**src/common/irt_pkg.sv**
```systemverilog
// Constants, register map and state types of the infra-red ON_OFF_KEYING transmitter
package irt_pkg;

   ////////////////////////////////////////////////////////////////////////////
   // Register port and map (byte addresses)
   localparam int         ADDR_W         = 8;
   localparam logic [7:0] REG_CTRL       = 8'h00;
   localparam logic [7:0] REG_PRESCALE   = 8'h04;
   localparam logic [7:0] REG_RISE       = 8'h08;
   localparam logic [7:0] REG_PERIOD     = 8'h0C;
   localparam logic [7:0] REG_BITLEN     = 8'h10;
   localparam logic [7:0] REG_START_ADDR = 8'h14;
   localparam logic [7:0] REG_START      = 8'h18;
   localparam logic [7:0] REG_STATUS     = 8'h1C;
   localparam logic [7:0] REG_IRQ_STATUS = 8'h20;
   localparam logic [7:0] REG_IRQ_MASK   = 8'h24;
   localparam logic [7:0] REG_PROGRESS   = 8'h28;

   // Field positions
   localparam int CTRL_ENABLE_BIT  = 0;
   localparam int CTRL_INVERT_BIT  = 1;
   localparam int STAT_BUSY_BIT    = 0;
   localparam int STAT_WAIT_BIT    = 1;
   localparam int IRQ_DONE_BIT     = 0;
   localparam int IRQ_REFUSED_BIT  = 1;
   localparam int IRQ_UNDERRUN_BIT = 2;
   localparam int IRQ_W            = 3;

   // Sizes of the bit array
   localparam int          WORD_BITS = 32;
   localparam int          MAX_WORDS = 128;
   localparam logic [12:0] MIN_BITS  = 13'h0001;
   localparam logic [12:0] MAX_BITS  = 13'h1000;
   localparam logic [31:0] WORD_STEP = 32'h0000_0004;

   // Values after reset
   localparam logic [3:0]  RST_PRESCALE = 4'h0;
   localparam logic [15:0] RST_RISE     = 16'h0000;
   localparam logic [15:0] RST_PERIOD   = 16'h0001;
   localparam logic [15:0] RST_BITLEN   = 16'h0001;
   localparam logic [IRQ_W-1:0] RST_IRQ_MASK = 3'h0;

   typedef enum logic [1:0] {ST_IDLE, ST_FETCH, ST_SEND} irt_state_type;

endpackage

```
**src/design/irt_transmitter.sv**
```systemverilog
// Infra-red on-off-keying transmitter with word fetch engine and registers
//
// Summary of operation
// Timer tick every 2^carrier_prescale_exponent peripheral clocks.
// Carrier low from cycle start until carrier_rise_count ticks, then high.
// Carrier cycle ends after carrier_period_count ticks, carrier back low.
// Each bit lasts bit_length_in_carriers whole carrier periods.
// Output is carrier AND current data bit.
// output_invert flips the polarity of the final output.
// done_irq_enable selects whether completion raises the interrupt.
// Bits come from up to 128 32-bit words at the start address.
// Start carries 1..4096 bits; exactly that many are sent.
// MSB first; last partial word uses only its top bits.
// Words are fetched autonomously over the memory port while sending.
// Busy status reads true while a transmission is in progress.
// After disabling, software reconfigures and re-enables before other use.
// Software routes the output pin before enabling, avoiding glitches.
// Software fills the array with already encoded bits.
// Output rests inactive when idle; busy clears as done is raised.
`timescale 1ns/1ns

module irt_transmitter
   import irt_pkg::*;
(
   input  wire logic              clk_i,
   input  wire logic              rst_b_i,
   input  wire logic [ADDR_W-1:0] reg_addr_i,
   input  wire logic [31:0]       reg_wdata_i,
   input  wire logic              reg_write_i,
   input  wire logic              reg_read_i,
   output logic      [31:0]       reg_rdata_o,
   output logic                   mem_req_o,
   output logic      [31:0]       mem_addr_o,
   input  wire logic [31:0]       mem_rdata_i,
   input  wire logic              mem_ack_i,
   output logic                   ir_waveform_output_o,
   output logic                   irq_o
);

   ////////////////////////////////////////////////////////////////////////////
   // State record

   typedef struct packed
   {
      logic                 enable;
      logic                 output_invert;
      logic [3:0]           carrier_prescale_exponent;
      logic [15:0]          carrier_rise_count;
      logic [15:0]          carrier_period_count;
      logic [15:0]          bit_length_in_carriers;
      logic [31:0]          start_addr;
      logic [IRQ_W-1:0]     irq_status;
      logic [IRQ_W-1:0]     irq_mask;
      irt_state_type        state;
      logic [15:0]          presc_cnt;
      logic [15:0]          tick_cnt;
      logic [15:0]          carrier_cnt;
      logic [12:0]          bits_left;
      logic [7:0]           words_left;
      logic [4:0]           bit_pos;
      logic [31:0]          shift_word;
      logic [31:0]          next_word;
      logic                 next_valid;
      logic                 fetch_pending;
      logic [31:0]          fetch_addr;
      logic                 pin;
      logic [31:0]          rdata;
   } irt_regs_type;

   irt_regs_type r;
   irt_regs_type next_r;

   ////////////////////////////////////////////////////////////////////////////
   // Derived combinational terms

   logic [15:0]      presc_limit;
   logic [15:0]      period_last;
   logic [15:0]      bitlen_last;
   logic             tick;
   logic             period_end;
   logic             bit_end;
   logic             carrier_on;
   logic             sending;
   logic             wr_start;
   logic             start_ok;
   logic [12:0]      start_count;
   logic [IRQ_W-1:0] irq_set;
   logic [IRQ_W-1:0] irq_clear;
   logic [12:0]      words_needed;

   always_comb
   begin
      presc_limit = (16'h0001 << r.carrier_prescale_exponent) - 16'h0001;
      // A zero period or bit length behaves as one, never as a stall
      period_last = (r.carrier_period_count == 16'h0000) ? 16'h0000
                    : r.carrier_period_count - 16'h0001;
      bitlen_last = (r.bit_length_in_carriers == 16'h0000) ? 16'h0000
                    : r.bit_length_in_carriers - 16'h0001;
      sending     = (r.state == ST_SEND);
      tick        = sending && (r.presc_cnt == presc_limit);
      period_end  = tick && (r.tick_cnt >= period_last);
      bit_end     = period_end && (r.carrier_cnt >= bitlen_last);
      carrier_on  = (r.tick_cnt >= r.carrier_rise_count);
      wr_start    = reg_write_i && (reg_addr_i == REG_START);
      start_count = reg_wdata_i[12:0];
      start_ok    = wr_start && r.enable && (r.state == ST_IDLE) &&
                    (start_count >= MIN_BITS) && (start_count <= MAX_BITS)
                    && (reg_wdata_i[31:13] == 19'h00000);
      words_needed = (start_count + 13'h001F) >> 5;
   end

   ////////////////////////////////////////////////////////////////////////////
   // Next-state logic

   always_comb
   begin
      next_r    = r;
      irq_set   = '0;
      irq_clear = '0;
      next_r.rdata = 32'h0000_0000;

      // Register writes
      if (reg_write_i)
      begin
         unique case (reg_addr_i)
            REG_CTRL:
            begin
               next_r.enable        = reg_wdata_i[CTRL_ENABLE_BIT];
               next_r.output_invert = reg_wdata_i[CTRL_INVERT_BIT];
            end
            REG_PRESCALE:   next_r.carrier_prescale_exponent = reg_wdata_i[3:0];
            REG_RISE:       next_r.carrier_rise_count        = reg_wdata_i[15:0];
            REG_PERIOD:     next_r.carrier_period_count      = reg_wdata_i[15:0];
            REG_BITLEN:     next_r.bit_length_in_carriers    = reg_wdata_i[15:0];
            REG_START_ADDR: next_r.start_addr = {reg_wdata_i[31:2], 2'b00};
            REG_IRQ_STATUS: irq_clear = reg_wdata_i[IRQ_W-1:0];
            REG_IRQ_MASK:   next_r.irq_mask = reg_wdata_i[IRQ_W-1:0];
            default:        next_r.rdata = 32'h0000_0000;
         endcase
      end

      // Register reads: data stands in the following cycle only
      if (reg_read_i)
      begin
         unique case (reg_addr_i)
            REG_CTRL:
               next_r.rdata = {30'h0, r.output_invert, r.enable};
            REG_PRESCALE:   next_r.rdata = {28'h0, r.carrier_prescale_exponent};
            REG_RISE:       next_r.rdata = {16'h0, r.carrier_rise_count};
            REG_PERIOD:     next_r.rdata = {16'h0, r.carrier_period_count};
            REG_BITLEN:     next_r.rdata = {16'h0, r.bit_length_in_carriers};
            REG_START_ADDR: next_r.rdata = r.start_addr;
            REG_STATUS:
               next_r.rdata = {30'h0, (r.state == ST_FETCH),
                               (r.state != ST_IDLE)};
            REG_IRQ_STATUS: next_r.rdata = {29'h0, r.irq_status};
            REG_IRQ_MASK:   next_r.rdata = {29'h0, r.irq_mask};
            REG_PROGRESS:   next_r.rdata = {19'h0, r.bits_left};
            default:        next_r.rdata = 32'h0000_0000;
         endcase
      end

      // Start request
      if (wr_start && !start_ok)
      begin
         irq_set[IRQ_REFUSED_BIT] = 1'b1;
      end
      if (start_ok)
      begin
         next_r.state         = ST_FETCH;
         next_r.bits_left     = start_count;
         next_r.words_left    = words_needed[7:0];
         next_r.fetch_addr    = r.start_addr;
         next_r.next_valid    = 1'b0;
         next_r.fetch_pending = 1'b0;
      end

      // Waveform timing
      if (sending)
      begin
         next_r.presc_cnt = tick ? 16'h0000 : r.presc_cnt + 16'h0001;
         if (tick)
         begin
            next_r.tick_cnt = period_end ? 16'h0000
                              : r.tick_cnt + 16'h0001;
         end
         if (period_end)
         begin
            next_r.carrier_cnt = bit_end ? 16'h0000
                                 : r.carrier_cnt + 16'h0001;
         end
         if (bit_end)
         begin
            if (r.bits_left == MIN_BITS)
            begin
               // Busy drops in the same cycle that done is flagged
               next_r.state = ST_IDLE;
               irq_set[IRQ_DONE_BIT] = 1'b1;
            end
            else
            begin
               next_r.bits_left = r.bits_left - 13'h0001;
               if (r.bit_pos == 5'h1F)
               begin
                  if (r.next_valid)
                  begin
                     next_r.shift_word = r.next_word;
                     next_r.next_valid = 1'b0;
                     next_r.bit_pos    = 5'h00;
                  end
                  else
                  begin
                     // Memory too slow: pause with output at rest
                     next_r.state = ST_FETCH;
                     irq_set[IRQ_UNDERRUN_BIT] = 1'b1;
                  end
               end
               else
               begin
                  next_r.shift_word = {r.shift_word[30:0], 1'b0};
                  next_r.bit_pos    = r.bit_pos + 5'h01;
               end
            end
         end
      end

      // Waiting for a word: load it and restart the carrier cycle
      if (r.state == ST_FETCH && r.next_valid)
      begin
         next_r.state       = ST_SEND;
         next_r.shift_word  = r.next_word;
         next_r.next_valid  = 1'b0;
         next_r.bit_pos     = 5'h00;
         next_r.presc_cnt   = 16'h0000;
         next_r.tick_cnt    = 16'h0000;
         next_r.carrier_cnt = 16'h0000;
      end

      // Fetch engine keeps one word ahead of the shifter
      if (r.fetch_pending && mem_ack_i)
      begin
         next_r.fetch_pending = 1'b0;
         next_r.next_word     = mem_rdata_i;
         next_r.next_valid    = 1'b1;
         next_r.words_left    = r.words_left - 8'h01;
         next_r.fetch_addr    = r.fetch_addr + WORD_STEP;
      end
      else if (!r.fetch_pending && !r.next_valid && r.words_left != 8'h00
               && r.state != ST_IDLE)
      begin
         next_r.fetch_pending = 1'b1;
      end

      // Disable aborts everything; the port is left free one cycle after enable clears
      if (!r.enable)
      begin
         next_r.state         = ST_IDLE;
         next_r.fetch_pending = 1'b0;
         next_r.next_valid    = 1'b0;
         next_r.words_left    = 8'h00;
      end

      // Sticky flags: a new event wins over a clear in the same cycle
      next_r.irq_status = (r.irq_status & ~irq_clear) | irq_set;

      // Output stage; polarity applied last
      next_r.pin = r.output_invert ^
                   (sending && carrier_on && r.shift_word[31]);
   end

   ////////////////////////////////////////////////////////////////////////////
   // State register

   always_ff @(posedge clk_i or negedge rst_b_i)
   begin
      if (!rst_b_i)
      begin
         r.enable                    <= 1'b0;
         r.output_invert             <= 1'b0;
         r.carrier_prescale_exponent <= RST_PRESCALE;
         r.carrier_rise_count        <= RST_RISE;
         r.carrier_period_count      <= RST_PERIOD;
         r.bit_length_in_carriers    <= RST_BITLEN;
         r.start_addr                <= 32'h0000_0000;
         r.irq_status                <= '0;
         r.irq_mask                  <= RST_IRQ_MASK;
         r.state                     <= ST_IDLE;
         r.presc_cnt                 <= 16'h0000;
         r.tick_cnt                  <= 16'h0000;
         r.carrier_cnt               <= 16'h0000;
         r.bits_left                 <= 13'h0000;
         r.words_left                <= 8'h00;
         r.bit_pos                   <= 5'h00;
         r.shift_word                <= 32'h0000_0000;
         r.next_word                 <= 32'h0000_0000;
         r.next_valid                <= 1'b0;
         r.fetch_pending             <= 1'b0;
         r.fetch_addr                <= 32'h0000_0000;
         r.pin                       <= 1'b0;
         r.rdata                     <= 32'h0000_0000;
      end
      else
      begin
         r <= next_r;
      end
   end

   ////////////////////////////////////////////////////////////////////////////
   // Outputs

   assign reg_rdata_o          = r.rdata;
   assign mem_req_o            = r.fetch_pending;
   assign mem_addr_o           = r.fetch_addr;
   assign ir_waveform_output_o = r.pin;
   assign irq_o                = |(r.irq_status & r.irq_mask);

endmodule

```
**config.mk**
```make
export PLATFORM = sky130hd
export DESIGN_NAME = irt_transmitter
export DESIGN_NICKNAME = d
export VERILOG_FILES = /design/src/common/irt_pkg.sv /design/src/design/irt_transmitter.sv
export SDC_FILE = /design/constraint.sdc
export NUM_CORES = 1
export LEC_CHECK = 0
export ABC_AREA = 0
export BUFFER_PORTS_ARGS = -buffer_cell sky130_fd_sc_hd__buf_4
export CORE_UTILIZATION = 61
export CTS_CLUSTER_SIZE = 16
export DETAILED_ROUTE_END_ITERATION = 6
export PLACE_DENSITY_LB_ADDON = 0.12
export SETUP_SLACK_MARGIN = 0.02
export SLEW_MARGIN = 30
export SYNTH_ARGS = -nofsm -noshare
export SYNTH_HDL_FRONTEND = slang
export SYNTH_SLANG_ARGS = --single-unit
```
**constraint.sdc**
```tcl
create_clock -name clk_i -period 13.9 [get_ports clk_i]
set_clock_uncertainty 0.2 [all_clocks]
set_input_delay 3.475 -clock clk_i [delete_from_list [all_inputs] [get_ports clk_i]]
set_output_delay 3.475 -clock clk_i [all_outputs]
set_load 0.005 [all_outputs]
```
==> run summary, run 1 <==
clock-pin transition on the worst setup and hold timing paths: 60 ps
CTS tree: done
htree depth: 2
Vias: 13.9k
post-synth cell types: 80
critical path buffer and inverter count: 1
commonest cells in the synthesized netlist: dfrtp_1, nand2_1, nor2_1
CTS max path bufs: 3
Slew headroom: 32.9%
# diodes: 0
crit path kind: primary input to flop
FF-to-FF End: r[133]
Setup crit end kind: flop
Synth-to-Final Area Change: 11.7%
Post-Synth Adder-Cell Area: 4.85%
r2r setup slk: 7790 ps
Top Ports: 144
Tot Pwr: 2.01 mW
Worst EP required: 14080 ps
Total Routing Usage GR: 32.3%
Power Density: 108 nW/um^2
status: finished clean
setup_tns: 0 ps
Synth top area share: 44.0%
WL final: 45000 um
die width: 167 um
mux cell area share after synthesis: 8.00%
# rows: 60
fmax: 156 MHz
RSZ-0062 raised after global routing: no
Iter 0 DRT Violations: 1326
compound-cell area share of the yosys netlist: 14.4%
vias in the first global route: 13.3k
Via density: 6.33
Hold Path Stages: 2
dpl hpwl: 31700 um
Remaining DRCs: 0
Die H: 167 um
initial antenna violation count: 1
Hold-fix buffers, CTS: 0
Ys Warns: 0
Yosys top cell by area: dfrtp_1
max-cap violation count: 0
cells after synthesis: 1782
Worst Reg-to-Reg Cells: 15
Synth Area in Simple Gates: 19.3%
worst hold endpoint: r[68]
Max VDD drop: 0.000104 V
routability cong.: 0.985
worst-path cell chain: buf_4 > nor4b_1 > nand4_1 > nor3_1 > and2_1 > nand2_2 > o21ai_0 > a31oi_1
Post-synth ARST share: 100%
ANT nets after route: 0
Num CTS Buffers: 34
Final Net Count: 1971
Syn Std Cell Area: 16700 sq um
XOR/XNOR Fraction of Synth Area: 2.94%
worst r2r src: r[252]
router iterations before antenna repair: 7
Seq cells post-synth: 295
clk_lat worst skew: 520 ps
Root Driver: clkbuf_16
WP data arrival: 6600 ps
crit-path leading delay family: simple AND/OR/NAND/NOR gates
endpoints failing hold: 0
Static Leak: 9.10 nW
max-slew violation count: 0
clk sinks: 295
Worst-Margin Slew: 1000 ps
total grt overflow: 0
Final min period: 6410 ps
endpoints failing setup: 0
post-cts sizing count: 0
hold crit path type: flop to flop
largest family of logic cells by synthesized area: simple AND/OR/NAND/NOR gates
layout cell share with drive strength beyond 1: 17.3%
hold path startpoint: r[68]
initial cell density of the core: 62.1%
Top FF cell, synth: dfrtp_1
Syn Area/Cell: 9.36 sq um
critical path's slowest cell: and2_1
CP startpoint kind: primary input
most common cell in the netlist: dfrtp_1
CP max stage delay: 660 ps
fin crit share: 46.1%
Max FO, Critical Path: 34
number of synthesized flops with an enable pin: 0
pin count of the biggest net entering global routing: 93
setup bufs post-CTS: 0
die area: 28000 sq um
Routed wire per std cell: 20.5 um
sequential-to-total area share from yosys stat: 44.3%
core area: 26900 sq um
global-route wire length before repair: 71700 um
Synth area leaders: dfrtp_1, mux2_2, nand2_1, ha_1, a21oi_1
# port buffers: 141
-- report_power, final --
group	internal [mW]	switching, mW
Combinational	0.0912	0.133
Clock	0.539	0.351
Sequential	0.872	0.0220
-- flip-flops by register name (all words and copies together), names as in the netlist --
name,flops
mem_req_o,1
reg_rdata_o,32
ir_waveform_output_o,1
r,231
mem_addr_o,30
-- how the worst max path moves through the flow --
stage                     slack (ps)  cells past startpoint             end      startpoint
after floorplan                 8160                      9  mem_addr_o[12]  reg_wdata_i[1]
after global placement          6770                      7  mem_addr_o[12]   reg_addr_i[5]
after detailed placement        7030                      7  mem_addr_o[18]   reg_addr_i[5]
after CTS                       7540                      7  mem_addr_o[18]   reg_addr_i[5]
after global routing            7250                      9  mem_addr_o[14]   reg_addr_i[5]
final                           7490                      8  mem_addr_o[11]   reg_addr_i[5]
-- area by class of cell --
type	count	area [sq um]
fillers	2140	8250
well taps	341	427
clock inverters	14	155
multi-input cells	1289	8320
repair buffers	157	1190
inverters	54	203
clock buffers	45	953
flip-flops and latches	295	7380
-- worst register-to-register path, cell delays in order, from the launching register on --
cell and delay, ps:
dfrtp_1 480, or4_1 580, nor4_1 320, nand2b_1 130, nor2_1 150, nand4b_1 500
o21ai_0 320, ha_1 260, o211ai_1 120, nor3_1 250, a211oi_1 110, o31ai_1 820
nand2_1 510, or3_1 620, or4b_1 520, a21oi_1 160
-- metal layers --
layer  up-vias  share of wire, %  GRT usage, %
met4         2               5.0          16.0
met1      6754                43          45.2
li1       6398                 -             -
met3       120               7.0          4.21
met5         -             0.027             0
met2       618                45          49.7
-- cells in the final DEF (no fill, tap or decap), types with 25 or more instances in the layout --
master and count:
ha_1 63, a31oi_1 36, xor2_1 25, nand2_1 236, and3_1 25, a21oi_1 110, mux2i_1 41, nand3_1 41
and2_1 27, xnor2_1 31, inv_1 54, nor2_1 141, buf_4 155, o21ai_0 65, clkbuf_16 35, nor3_1 47
mux2_2 82, dfrtp_1 293, a22oi_1 32
-- stage by stage --
| step | hold slack [ps] | utilization (%) | setup WS [ps] | instances | area, sq um |
|---|---|---|---|---|---|
| final | 277 | 69.3 | 7490 | 2195 | 18600 |
| after global routing | 300 | 69.3 | 7250 | 2195 | 18600 |
| after CTS | 277 | 69.3 | 7540 | 2195 | 18600 |
| after detailed placement | 262 | 65.2 | 7030 | 2136 | 17500 |
| after global placement | 258 | 65.1 | 6770 | 2136 | 17500 |
| after floorplan | 245 | - | 8160 | 1783 | 16700 |
-- logic make-up after synthesis --
| kind of cell | Yosys count |
|---|---|
| flops | 295 |
| buf+inv | 199 |
| fa+ha+maj | 65 |
| mux | 123 |
| compound gates | 373 |
| xor+xnor | 56 |
| other cells | 1 |
| simple gates | 670 |
No activity file was read; power rests on OpenSTA's default activity.
==> run 2: changes to the inputs <==
- ABC_AREA: 0 -> 1
- CORE_UTILIZATION: 61 -> 55
- clock period: 13.9 -> 5.1 ns (I/O delays scaled with it)
==> run 2 against run 1 <==
  * Non-clock buffer count increased by 5
  * Global-route usage increased by 0.46 points
  * Synthesized area increased by 5.6%
  * First-iteration DRC count increased by 18%
  * Final area increased by 5.8%
  * Critical endpoint is now r[164]
  * Critical path type is now flop to flop
  * Die area increased by 17%
  * Via count increased by 17%
  * Flip-flop and latch count unchanged
==> run summary, run 2 <==
max-cap violation count: 0
Largest register FFs: 231
router iterations before antenna repair: 5
# rows: 65
Syn Area/Cell: 7.53 sq um
Worst Reg-to-Reg Cells: 24
CTS tree: done
Setup crit end kind: flop
Remaining DRCs: 0
dpl hpwl: 38600 um
largest reg by FF count: r
global-route wire length before repair: 84600 um
initial antenna violation count: 0
die width: 181 um
Syn Std Cell Area: 17600 sq um
initial cell density of the core: 55.8%
post-cts sizing count: 0
number of synthesized flops with an enable pin: 0
RSZ-0062 raised after global routing: no
Hold-fix buffers, CTS: 0
pin count of the biggest net entering global routing: 99
cells after synthesis: 2338
Top Ports: 144
# port buffers: 141
Static Leak: 9.89 nW
Vias: 16.2k
Root Driver: clkbuf_16
Final Net Count: 2533
Max VDD drop: 0.000252 V
Top FF cell, synth: dfrtp_1
post-synth cell types: 56
WP data arrival: 4600 ps
core area: 31600 sq um
routability cong.: 0.961
vias in the first global route: 15.5k
Final min period: 4410 ps
Total Routing Usage GR: 32.7%
# diodes: 0
endpoints failing setup: 0
Hold WS: 276 ps
CP startpoint kind: flop
max-slew violation count: 0
clock-pin transition on the worst setup and hold timing paths: 60 ps
endpoints failing hold: 0
die area: 32700 sq um
fillers: 2893
commonest non-fill, non-tap cells in the layout: nand2_1, dfrtp_1, inv_1, o21ai_0, nor2_1
setup_tns: 0 ps
pre-CTS setup slack: 685 ps
crit path kind: flop to flop
most common cell in the netlist: nand2_1
hold crit path type: flop to flop
final setup margin: 687 ps
Via density: 5.75
ANT nets after route: 0
Max FO, Critical Path: 42
status: finished clean
Seq cells post-synth: 295
Slew headroom: 41.2%
total grt overflow: 0
Num CTS Buffers: 35
htree depth: 2
Synth top area share: 41.6%
Ys Warns: 0
Worst EP required: 5290 ps
clk_lat worst skew: 530 ps
Iter 0 DRT Violations: 1571
fin crit share: 86.5%
setup bufs post-CTS: 0
fmax: 227 MHz
clk sinks: 295
CTS max path bufs: 3
commonest cells in the synthesized netlist: nand2_1, dfrtp_1, inv_1
sequential-to-total area share from yosys stat: 41.9%
Power Density: 288 nW/um^2
Yosys top cell by area: dfrtp_1
Die H: 181 um
Worst-Margin Slew: 880 ps
WL final: 52400 um
Routed wire per std cell: 18.6 um
commonest non-fill, non-tap cell in the layout: nand2_1
Synth area leaders: dfrtp_1, nand2_1, inv_1, o21ai_0, ha_1
Synth-to-Final Area Change: 11.8%
layout cell share with drive strength beyond 1: 11.2%
Hold Path Stages: 2
Post-synth ARST share: 100%
-- run 2: layer usage --
| layer | vias up | track usage, % | routed length [um] |
|---|---|---|---|
| li1 | 7768 | - | - |
| met1 | 7711 | 45.1 | 22600 |
| met2 | 637 | 52.5 | 24200 |
| met3 | 104 | 4.39 | 3620 |
| met4 | 0 | 12.7 | 2030 |
| met5 | - | 0 | 0 |
-- run 2: worst max-delay path, stage by stage, from the launching register on --
cell and delay [ps]:
dfrtp_1 430, inv_1 100, nand3_1 110, nor3_1 270, nand2_1 140, nor3_1 220, nand2_1 140, nor3_1 210
nand2_1 90, xor2_1 150, nand2_1 80, ha_1 290, nand2_1 50, inv_1 60, nand3_1 90, nor2_1 170
nand3_1 90, nand3_1 160, inv_1 100, nor2_4 220, nand2_2 110, nand2_4 360, inv_1 190, nand3_1 120
o21ai_0 100
-- run 2: logic make-up (layout without fill, tap and decap cells) --
group           count (synthesis)  count (layout)  synth area share, %
compound gates                362             362                 11.8
xor+xnor                       57              57                 2.83
fa+ha+maj                      63              63                 4.47
buf+inv                       405             485                 10.6
flops                         295             295                 41.9
mux                             1               1               0.0639
other cells                     1               2               0.0213
simple gates                 1154            1154                 28.3
-- run 2: power by group --
part	switching, mW	internal [mW]	leakage [nW]
clock network	1.02	1.60	0.585
logic	0.389	0.201	5.48
registers	0.0695	2.40	3.82
total	1.48	4.20	9.89
-- run 2: cell type report --
class | instances | area, sq um | share of cell area (%)
clock inverters | 13 | 196 | 0.997
flip-flops and latches | 295 | 7380 | 37.5
inverters | 260 | 978 | 4.97
repair buffers | 162 | 1250 | 6.34
well taps | 402 | 503 | 2.55
clock buffers | 50 | 1010 | 5.14
multi-input cells | 1639 | 8380 | 42.5
-- run 2: final timing paths --
| kind | start | endpoint | slack [ps] |
|---|---|---|---|
| setup reg to reg | r[263] | r[164] | 690 |
| hold / removal | r[87] | r[87] | 280 |
| hold reg to reg | r[87] | r[87] | 280 |
| max in group asynchronous | rst_b_i | r[86] | 3140 |
| setup / recovery | r[263] | r[164] | 690 |
| min in group asynchronous | rst_b_i | r[297] | 560 |
-- run 2: through the flow --
step	instances	power [mW]	instance area (sq um)	util, %
after floorplan	2339	2.82	17600	-
after global placement	2758	3.09	18500	58.6
after detailed placement	2758	3.09	18500	58.6
after CTS	2821	5.72	19700	62.4
after global routing	2821	5.90	19700	62.4
final	2821	5.68	19700	62.4
